$ cat src/verilog/dmsd_pkg.sv
`default_nettype none
package dmsd_pkg;

    // Kind of data-space access, chosen by the instruction decoder
    typedef enum logic [2:0]
    {
        DMSD_OP_DIRECT,
        DMSD_OP_INDIRECT,
        DMSD_OP_WREG,
        DMSD_OP_POINTER,
        DMSD_OP_BIT,
        DMSD_OP_PUSH,
        DMSD_OP_POP
    } dmsd_op_t;

    typedef struct packed
    {
        logic       valid;
        dmsd_op_t   op;
        logic       write;
        logic [7:0] addr;
        logic [7:0] wdata;
    } dmsd_req_t;

    typedef struct packed
    {
        logic       valid;
        logic [7:0] rdata;
        logic       rbit;
    } dmsd_rsp_t;

    localparam int unsigned RAM_BYTES      = 256;
    localparam int unsigned SFR_COUNT      = 128;
    localparam logic [6:0]  SP_IDX         = 7'h01;
    localparam logic [6:0]  PSW_IDX        = 7'h50;
    localparam int unsigned BANK_HI_POS    = 4;
    localparam int unsigned BANK_LO_POS    = 3;
    localparam logic [7:0]  SP_RST         = 8'h07;
    localparam logic [7:0]  SFR_RST        = 8'h00;
    localparam logic [7:0]  UNIMPL_VAL     = 8'hFF;
    localparam logic [7:0]  BIT_RAM_BASE   = 8'h20;
    localparam logic [7:0]  STEP_ONE       = 8'h01;
    // Bit i set when SFR address 80h+i holds a register
    localparam logic [127:0] SFR_IMPL_MASK =
        128'h01_C1_01_01_FF_EF_C0_C3_F3_FE_33_07_03_21_7F_8F;

endpackage
`default_nettype wire

$ cat src/verilog/dmsd_decode.sv
// Contract
// (RQ1) Direct accesses to 80h-FFh reach SFRs; indirect ones never do.
// (RQ2) 128 bytes of scratch-pad RAM are reachable directly and indirectly.
// (RQ3) Indirect 80h-FFh reaches upper RAM; direct 00h-7Fh reaches RAM.
// (RQ4) Four banks of eight 8-bit working registers, each one addressable.
// (RQ5) Bank n occupies RAM bytes n*8 to n*8+7, filling 00h-1Fh.
// (RQ6) One bank is active, picked by the two status-word bank-select bits.
// (RQ7) Working registers zero and one of the bank act as indirect pointers.
// (RQ8) RAM bytes 20h-2Fh allow both byte access and single-bit access.
// (RQ9) Bit address b below 80h maps to RAM byte 20h+b/8, bit b mod 8.
// (RQ10) Bit or byte access is decided from the instruction type alone.
// (RQ11) Only implemented SFRs at addresses ending in 0 or 8 take bit access.
// (RQ12) Calls, interrupts and saving jumps put the return address on stack.
// (RQ13) The stack pointer resets to 07h and may be rewritten freely later.
// (RQ14) The stack may begin anywhere in RAM, with no limit on the pointer.
// (RQ15) A push increments the pointer first, then writes at the new address.
// (RQ16) A pop reads at the current pointer first, then decrements it.
// (RQ17) Unoccupied SFR addresses and unimplemented bits read as ones; the code stores all eight bits of every implemented SFR.
`timescale 1ns/1ps
`default_nettype none
module dmsd_decode
(
    // Clock and reset
    input  wire logic              clk,
    input  wire logic              rst_b,
    // Access request from the execution core
    input  wire dmsd_pkg::dmsd_req_t req,
    // Registered answer
    output var  dmsd_pkg::dmsd_rsp_t rsp_r,
    // Visible core state
    output var  logic [7:0]        stack_pointer,
    output var  logic [7:0]        program_status_word
);

    logic [7:0] ram_q [dmsd_pkg::RAM_BYTES];
    logic [7:0] sfr_q [dmsd_pkg::SFR_COUNT];

    logic [1:0] bank;
    logic [7:0] ptr_val;
    logic [7:0] byte_addr;
    logic [2:0] bit_pos;
    logic       tgt_sfr;
    logic       is_bit;
    logic       sfr_impl;
    logic [7:0] rd_byte;
    logic [7:0] new_byte;
    logic       ram_we;
    logic       sfr_we;
    logic       stk_upd;
    logic [7:0] stk_nxt;
    logic [7:0] stk_top;

    assign stack_pointer       = sfr_q[dmsd_pkg::SP_IDX];
    assign program_status_word = sfr_q[dmsd_pkg::PSW_IDX];

    // Bank choice is live: a status-word write affects the next access
    assign bank = {program_status_word[dmsd_pkg::BANK_HI_POS],
                   program_status_word[dmsd_pkg::BANK_LO_POS]}; // [RQ6]

    // Pointer register sits at offset 0 or 1 inside the active bank
    assign ptr_val = ram_q[{3'b000, bank, 2'b00, req.addr[0]}]; // [RQ7]
    assign stk_top = ram_q[stack_pointer];

    always_comb
    begin
        byte_addr = req.addr;
        bit_pos   = 3'h0;
        tgt_sfr   = 1'b0;
        is_bit    = 1'b0;
        case (req.op)
            dmsd_pkg::DMSD_OP_DIRECT:
            begin
                byte_addr = req.addr;
                tgt_sfr   = req.addr[7]; // [RQ1] [RQ3]
            end
            dmsd_pkg::DMSD_OP_INDIRECT:
            begin
                byte_addr = req.addr; // [RQ1] [RQ2] [RQ3]
            end
            dmsd_pkg::DMSD_OP_WREG:
            begin
                byte_addr = {3'b000, bank, req.addr[2:0]}; // [RQ4] [RQ5]
            end
            dmsd_pkg::DMSD_OP_POINTER:
            begin
                byte_addr = ptr_val; // [RQ7]
            end
            dmsd_pkg::DMSD_OP_BIT:
            begin
                // Kind of access comes from the op code only
                is_bit  = 1'b1; // [RQ10]
                bit_pos = req.addr[2:0];
                if (req.addr[7])
                begin
                    // Only column 0/8 bytes are reachable this way
                    byte_addr = {req.addr[7:3], 3'b000}; // [RQ11]
                    tgt_sfr   = 1'b1;
                end
                else
                begin
                    byte_addr = dmsd_pkg::BIT_RAM_BASE
                              + {4'h0, req.addr[6:3]}; // [RQ8] [RQ9]
                end
            end
            dmsd_pkg::DMSD_OP_PUSH:
            begin
                // Wraps through FFh to 00h; no range limit on the stack
                byte_addr = stack_pointer + dmsd_pkg::STEP_ONE; // [RQ14] [RQ15]
            end
            dmsd_pkg::DMSD_OP_POP:
            begin
                byte_addr = stack_pointer; // [RQ16]
            end
            default:
            begin
                byte_addr = req.addr;
            end
        endcase
    end

    assign sfr_impl = dmsd_pkg::SFR_IMPL_MASK[byte_addr[6:0]];
    // Unoccupied SFR slots are not flops; they read as all ones
    assign rd_byte  = tgt_sfr ? sfr_q[byte_addr[6:0]]
                              : ram_q[byte_addr]; // [RQ17]

    always_comb
    begin
        new_byte = req.wdata;
        if (is_bit)
        begin
            // Read-modify-write keeps the other seven bits intact
            new_byte          = rd_byte;
            new_byte[bit_pos] = req.wdata[0]; // [RQ8] [RQ9]
        end
    end

    assign stk_upd = req.valid
                   && (req.op == dmsd_pkg::DMSD_OP_PUSH
                       || req.op == dmsd_pkg::DMSD_OP_POP);
    assign stk_nxt = (req.op == dmsd_pkg::DMSD_OP_PUSH)
                   ? stack_pointer + dmsd_pkg::STEP_ONE  // [RQ15]
                   : stack_pointer - dmsd_pkg::STEP_ONE; // [RQ16]

    // A push always writes: it carries a return-address byte
    assign ram_we = req.valid && !tgt_sfr
                  && ((req.write && req.op != dmsd_pkg::DMSD_OP_POP)
                      || req.op == dmsd_pkg::DMSD_OP_PUSH); // [RQ12] [RQ15]
    // Writes to holes are dropped so they keep reading as ones
    assign sfr_we = req.valid && tgt_sfr && req.write && sfr_impl; // [RQ11]

    // Scratch-pad RAM: contents are not cleared by reset
    always_ff @(posedge clk)
    begin
        if (ram_we)
        begin
            ram_q[byte_addr] <= new_byte; // [RQ2]
        end
    end

    // SFR storage exists only at occupied addresses
    genvar gi;
    generate
        for (gi = 0; gi < dmsd_pkg::SFR_COUNT; gi++)
        begin : g_sfr
            if (dmsd_pkg::SFR_IMPL_MASK[gi])
            begin : g_impl
                localparam logic [7:0] RV = (gi == dmsd_pkg::SP_IDX)
                                          ? dmsd_pkg::SP_RST
                                          : dmsd_pkg::SFR_RST;
                // Each slot owns its flop; the array is only a read view
                logic [7:0] val_r;
                always_ff @(posedge clk or negedge rst_b)
                begin
                    if (!rst_b)
                    begin
                        val_r <= RV; // [RQ13]
                    end
                    else if (gi == dmsd_pkg::SP_IDX && stk_upd)
                    begin
                        val_r <= stk_nxt; // [RQ15] [RQ16]
                    end
                    else if (sfr_we && byte_addr[6:0] == 7'(gi))
                    begin
                        val_r <= new_byte; // [RQ1] [RQ13]
                    end
                end
                assign sfr_q[gi] = val_r;
            end
            else
            begin : g_hole
                assign sfr_q[gi] = dmsd_pkg::UNIMPL_VAL; // [RQ17]
            end
        end
    endgenerate

    // Answer: one cycle after each request, old contents of the target
    always_ff @(posedge clk or negedge rst_b)
    begin
        if (!rst_b)
        begin
            rsp_r <= '0;
        end
        else
        begin
            rsp_r.valid <= req.valid;
            rsp_r.rdata <= rd_byte; // [RQ16] [RQ17]
            rsp_r.rbit  <= rd_byte[bit_pos]; // [RQ9]
        end
    end

    // Helper state for the checks below
    logic init_seen_r;
    always_ff @(posedge clk or negedge rst_b)
    begin
        if (!rst_b)
        begin
            init_seen_r <= 1'b0;
        end
        else if (req.valid)
        begin
            init_seen_r <= 1'b1;
        end
    end

    // Home byte of a RAM bit, formed apart from the decoder's own sum
    logic [7:0] bit_home_r;
    always_ff @(posedge clk or negedge rst_b)
    begin
        if (!rst_b)
        begin
            bit_home_r <= 8'h00;
        end
        else
        begin
            bit_home_r <= {4'h2, req.addr[6:3]};
        end
    end
    logic [7:0] bit_home_q;
    assign bit_home_q = ram_q[bit_home_r];
    logic [7:0] last_addr_r;
    always_ff @(posedge clk or negedge rst_b)
    begin
        if (!rst_b)
        begin
            last_addr_r <= 8'h00;
        end
        else
        begin
            last_addr_r <= byte_addr;
        end
    end
    logic [7:0] last_ram_q;
    assign last_ram_q = ram_q[last_addr_r];
    // RAM byte named by the raw address, whatever the access kind
    logic [7:0] ind_src;
    assign ind_src = ram_q[req.addr];

    property p_sfr_no_indirect;
        @(posedge clk) disable iff (!rst_b)
        (req.valid && req.write && req.op == dmsd_pkg::DMSD_OP_INDIRECT
         && req.addr == 8'h81)
        |=> stack_pointer == $past(stack_pointer);
    endproperty
    a_sfr_no_indirect: assert property (p_sfr_no_indirect) // [RQ1]
        else $error("indirect write reached an SFR");

    property p_ram_write;
        @(posedge clk) disable iff (!rst_b)
        (req.valid && req.write
         && (req.op == dmsd_pkg::DMSD_OP_INDIRECT
             || (req.op == dmsd_pkg::DMSD_OP_DIRECT && !req.addr[7])))
        |=> last_ram_q == $past(req.wdata);
    endproperty
    a_ram_write: assert property (p_ram_write) // [RQ2]
        else $error("RAM byte write did not land");

    property p_wreg_bank;
        @(posedge clk) disable iff (!rst_b)
        (req.valid && req.op == dmsd_pkg::DMSD_OP_WREG)
        |-> byte_addr == {3'b000, program_status_word[4:3], req.addr[2:0]};
    endproperty
    a_wreg_bank: assert property (p_wreg_bank) // [RQ5]
        else $error("working register mapped to wrong bank");

    property p_sp_reset;
        @(posedge clk) disable iff (!rst_b)
        !init_seen_r |-> stack_pointer == dmsd_pkg::SP_RST;
    endproperty
    a_sp_reset: assert property (p_sp_reset) // [RQ13]
        else $error("stack pointer not 07h after reset");

    property p_push;
        @(posedge clk) disable iff (!rst_b)
        (req.valid && req.op == dmsd_pkg::DMSD_OP_PUSH)
        |=> stack_pointer == 8'($past(stack_pointer) + 8'h01)
            && stk_top == $past(req.wdata);
    endproperty
    a_push: assert property (p_push) // [RQ15]
        else $error("push order wrong");

    property p_pop;
        @(posedge clk) disable iff (!rst_b)
        (req.valid && req.op == dmsd_pkg::DMSD_OP_POP)
        |=> rsp_r.valid && rsp_r.rdata == $past(stk_top)
            && stack_pointer == 8'($past(stack_pointer) - 8'h01);
    endproperty
    a_pop: assert property (p_pop) // [RQ16]
        else $error("pop order wrong");

    property p_unimpl_ones;
        @(posedge clk) disable iff (!rst_b)
        (req.valid && tgt_sfr && !sfr_impl)
        |=> rsp_r.rdata == 8'hFF && rsp_r.rbit;
    endproperty
    a_unimpl_ones: assert property (p_unimpl_ones) // [RQ17]
        else $error("unoccupied SFR did not read ones");

    property p_bit_ram;
        @(posedge clk) disable iff (!rst_b)
        (req.valid && req.write && req.op == dmsd_pkg::DMSD_OP_BIT
         && !req.addr[7])
        |=> bit_home_q[$past(req.addr[2:0])] == $past(req.wdata[0]);
    endproperty
    a_bit_ram: assert property (p_bit_ram) // [RQ9]
        else $error("bit write missed its RAM byte");

    property p_bit_sfr_col;
        @(posedge clk) disable iff (!rst_b)
        (req.valid && req.op == dmsd_pkg::DMSD_OP_BIT && req.addr[7])
        |-> tgt_sfr && byte_addr[2:0] == 3'h0;
    endproperty
    a_bit_sfr_col: assert property (p_bit_sfr_col) // [RQ11]
        else $error("bit access left the 0/8 column");

    property p_bit_psw;
        @(posedge clk) disable iff (!rst_b)
        (req.valid && req.write && req.op == dmsd_pkg::DMSD_OP_BIT
         && req.addr[7:3] == 5'h1A)
        |=> program_status_word[$past(req.addr[2:0])] == $past(req.wdata[0]);
    endproperty
    a_bit_psw: assert property (p_bit_psw) // [RQ11]
        else $error("bit write missed the status word");

    property p_indirect_ram;
        @(posedge clk) disable iff (!rst_b)
        (req.valid && !req.write && req.addr[7]
         && req.op == dmsd_pkg::DMSD_OP_INDIRECT)
        |=> rsp_r.rdata == $past(ind_src);
    endproperty
    a_indirect_ram: assert property (p_indirect_ram) // [RQ3]
        else $error("indirect read above 7Fh missed upper RAM");

endmodule
`default_nettype wire

$ cat config.mk
export PLATFORM = sky130hd
export DESIGN_NAME = dmsd_decode
export DESIGN_NICKNAME = d
export VERILOG_FILES = /design/src/verilog/dmsd_pkg.sv /design/src/verilog/dmsd_decode.sv
export SDC_FILE = /design/constraint.sdc
export NUM_CORES = 2
export LEC_CHECK = 0
export BUFFER_PORTS_ARGS = -buffer_cell sky130_fd_sc_hd__buf_2
export CAP_MARGIN = 15
export CORE_ASPECT_RATIO = 2
export CORE_UTILIZATION = 35
export CTS_BUF_LIST = sky130_fd_sc_hd__clkbuf_4
export CTS_CLUSTER_DIAMETER = 150
export DETAILED_ROUTE_END_ITERATION = 8
export PLACE_DENSITY = 0.5
export SLEW_MARGIN = 20
export SYNTH_ARGS = -nofsm -noshare
export SYNTH_HDL_FRONTEND = slang
export SYNTH_SLANG_ARGS = --single-unit
export TNS_END_PERCENT = 30
$ cat constraint.sdc
create_clock -name clk -period 18.76 [get_ports clk]
set_input_delay 5.628 -clock clk [delete_from_list [all_inputs] [get_ports clk]]
set_output_delay 5.628 -clock clk [all_outputs]
set_load 0.01 [all_outputs]
==> results.json <==
{
  "tns_ns": 0,
  "io_buffers": 48,
  "track_usage_pct": 28.2,
  "cts_tree": "yes",
  "hold_path.class": "reg2reg",
  "place_ws_ns": 4.19,
  "crit_top_cell": "buf_4",
  "io_pins": 49,
  "wl_met3_mm": 29.6,
  "synth_top_area_share_pct": 56.8,
  "register_area_um2": 74400,
  "drt.antenna.violating_nets": 0,
  "seq_power_share_pct": 46.8,
  "pwr-share-clk_pct": 33.9,
  "crit_slowest_cell": "buf_4",
  "drtIter0Drc": 7690,
  "status": "complete, no violations",
  "swShare_pct": 32.4,
  "grt_max_degree": 188,
  "die_w_um": 395,
  "synth_commonest_cells": "2,048 x edfxtp_1, 1,802 x nand2_1, 813 x nand3_1",
  "drt-met1-wl_mm": 142,
  "wl_met2_mm": 224,
  "final_util_pct": 39.4,
  "maxSlewHeadroom_pct": 10.2,
  "grt_pass1_vias": 76525,
  "drive_above_1_share_pct": 17.1,
  "ir_worst_vdd_mv": 0.0750,
  "cts.hold.buffers_added": 0,
  "num_vias": 77128,
  "path_max_fanout": 90,
  "reg2reg_depth": 20,
  "hold_violations": 0,
  "clockBufferDepth": 4,
  "hold_start": "g_sfr[120].g_impl.val_r[0]$_DFFE_PN0P_",
  "routed_via_density": 5.71,
  "yosysSeqAreaShare_pct": 68.7,
  "finClkSkew_ns": 0.139,
  "die-area_um2": 312000,
  "intPower_mw": 9.11,
  "power_density_nw_per_um2": 111,
  "num_rows": 288,
  "synth_edf_count": 2048,
  "synthArstFlopShare_pct": 20.1,
  "fin_crit_ns": 13.26,
  "slew_violations": 0,
  "setup_ws_ns": 5.50,
  "drc_errors": 0,
  "dp_hpwl_mm": 290,
  "required_ns": 20.00,
  "synth.distinct_cells": 99,
  "antenna_found_initial": 28,
  "grt_pass1_wl_mm": 614,
  "avgSynthCellArea_um2": 12.5,
  "path_clk_slew_ns": 0.07,
  "yosysWarnings": 0,
  "synthesis.area_um2": 108000,
  "cts_root_buf": "clkbuf_4",
  "reg2reg_to": "ram_q[133][1]$_DFFE_PP_",
  "cts_buffers": 580,
  "top_layer": "met5",
  "power.switching_mw": 4.37,
  "crit_buf_inv": 5,
  "post_cts_buffers": 0,
  "worst_ep_arrival_time_ns": 14.50,
  "synth_flop_cell": "edfxtp_1",
  "cts_sinks": 2562,
  "area_delta_synth_final_pct": 11.8,
  "setup.worst_path.start_class": "primary input",
  "multi_input_area_um2": 30900,
  "synth.ff_latch_count": 2562,
  "min_path_cells": 2,
  "post-route-period-util_pct": 70.7,
  "slowest_delay_ns": 0.80,
  "min_to": "g_sfr[120].g_impl.val_r[0]$_DFFE_PN0P_",
  "die_h_um": 789,
  "start_util_pct": 35.2,
  "final_nets": 9000,
  "worst_slew_pin_slew_ns": 1.35,
  "post_cts_resized": 0,
  "syn-num-nets": 8712,
  "cp_num_cells": 18,
  "dr.pass1.iters": 6,
  "routed_wl_mm": 449,
  "p_leak_nw": 44.3,
  "worstPathCellList": "buf_2 > mux4_2 > a22oi_4 > and4_4 > buf_4 > buf_4 > mux2i_1 > mux2i_1 > mux2i_1 > buf_4 > a22oi_1 > nand4_1 > a21oi_1 > a211oi_1 > o21ai_1 > and2b_4 > buf_4 > mux2_2",
  "drv_cap": 0,
  "syn_inst": 8685,
  "insertion_delay_ns": 1.43,
  "r2r-start": "program_status_word[3]$_DFFE_PN0P_",
  "htreeDepth": 6,
  "core_area_um2": 308000,
  "ff2ff_setup_slack_ns": 9.31,
  "wl_per_cell_um": 33.3,
  "synthMostInstantiatedCell": "edfxtp_1",
  "path_delay_family": "buffers and inverters",
  "grt_overflow": 0,
  "finalSetupViolCount": 0,
  "worstSetupEndpointType": "register",
  "rsz0062_at_grt": "false",
  "synthTopCellsByArea": "edfxtp_1 57%, dfrtp_1 12%, nand2_1 6.2%, mux2i_1 3.8%, nand3_1 3.8%",
  "gp_congestion": 0.955,
  "critPathKind": "in2reg",
  "combPwrFrac_pct": 19.3,
  "fillers": 29501,
  "yosys.area.top_type": "edfxtp_1",
  "fmax_mhz": 75.4
}
## state kept, by name, summed over array words and instances (netlist names)
signal               count
rsp_r                   10
stack_pointer            8
g_sfr.g_impl.val_r     488
ram_q                 2048
program_status_word      8
## metal layers
layer  vias up  GRT usage, %
li1      32912             -
met1     38795          28.2
met2      3990          48.8
met3      1413          4.62
met4        18          28.3
met5         -             0
## stage by stage
step / cells / power, mW / instance area, um^2 / hold slack (ns)
2_1_floorplan: 8685 / 7.76 / 108000 / 0.442
3_3_place_gp: 12445 / 8.96 / 113000 / 0.458
3_5_place_dp: 12449 / 8.97 / 114000 / 0.466
4_1_cts: 13465 / 13.5 / 121000 / 0.481
5_1_grt: 13502 / 13.8 / 121000 / 0.502
6_report: 13512 / 13.5 / 121000 / 0.479
## layout make-up
type	instances	share of cell area, %
Clock inverter	188	0.983
Inverter	27	0.132
Multi-Input combinational cell	5435	25.5
Clock buffer	828	5.13
Sequential cell	2562	61.4
Timing Repair Buffer	367	2.51
Antenna cell	45	0.0930
Tap cell	4060	4.19
## worst max path at each step
stage               startpoint                               endpoint  slack [ns]
CTS                     req[8]                ram_q[240][4]$_DFFE_PP_        5.64
floorplan               req[8]                  ram_q[0][5]$_DFFE_PP_        6.33
finish                  req[8]  g_sfr[64].g_impl.val_r[4]$_DFFE_PN0P_        5.50
detailed placement      req[8]                ram_q[175][4]$_DFFE_PP_        4.19
global route            req[8]  g_sfr[64].g_impl.val_r[4]$_DFFE_PN0P_        5.48
global placement        req[8]                ram_q[240][4]$_DFFE_PP_        4.23
## cells by family (layout without fill, tap and decap cells)
kind of cell	after synthesis	in the layout	synth area share, %
flip-flops	2562	2562	68.7
multiplexers	601	601	6.11
adder cells (fa/ha/maj)	4	4	0.0462
AO/OA/AOI/OAI	1212	1212	7.46
AND/OR/NAND/NOR	3611	3611	14.3
buffers and inverters	688	1410	3.38
other	0	45	0
XOR/XNOR	7	7	0.0566
## layout by cell type, fill, tap and decap left out, types with 40 or more instances in the layout
cell type and instances:
a21oi_1 391, a311oi_1 111, mux2i_1 412, a32oi_1 40
a211oi_1 60, mux2_2 140, buf_4 287, o21ai_0 133
nand4_1 51, buf_2 47, clkinv_1 120, diode_2 45
dfrtp_1 511, edfxtp_1 2048, nand2_1 1799, nor2_1 635
nand3_1 804, clkbuf_4 828, and3_1 58, nor2_2 42
o22ai_1 74, a31oi_1 84
## power by group through the flow
stage	registers, mW	clock network (mW)	logic [mW]
finish	6.31	4.57	2.60
CTS	6.31	4.66	2.55
global placement	6.43	0	2.53
floorplan	6.44	0	1.33
global route	6.31	4.87	2.64
detailed placement	6.43	0	2.54
## worst reg2reg max path, cell delays in order (launching register included)
cell and delay, ns:
dfrtp_1 0.33, buf_4 0.43, mux2_2 0.56, o211ai_1 0.69
buf_4 0.32, buf_4 0.35, nand3_4 0.30, buf_4 0.48
buf_4 0.40, nand2_1 0.11, buf_4 0.39, o22ai_1 0.19
o41ai_2 0.95, o311a_1 0.43, a311oi_1 0.19, o31ai_1 0.65
nor2_1 0.13, o22ai_2 0.87, inv_8 0.32, buf_16 0.39
buf_4 0.51
Power figures use the tool's default switching activity.
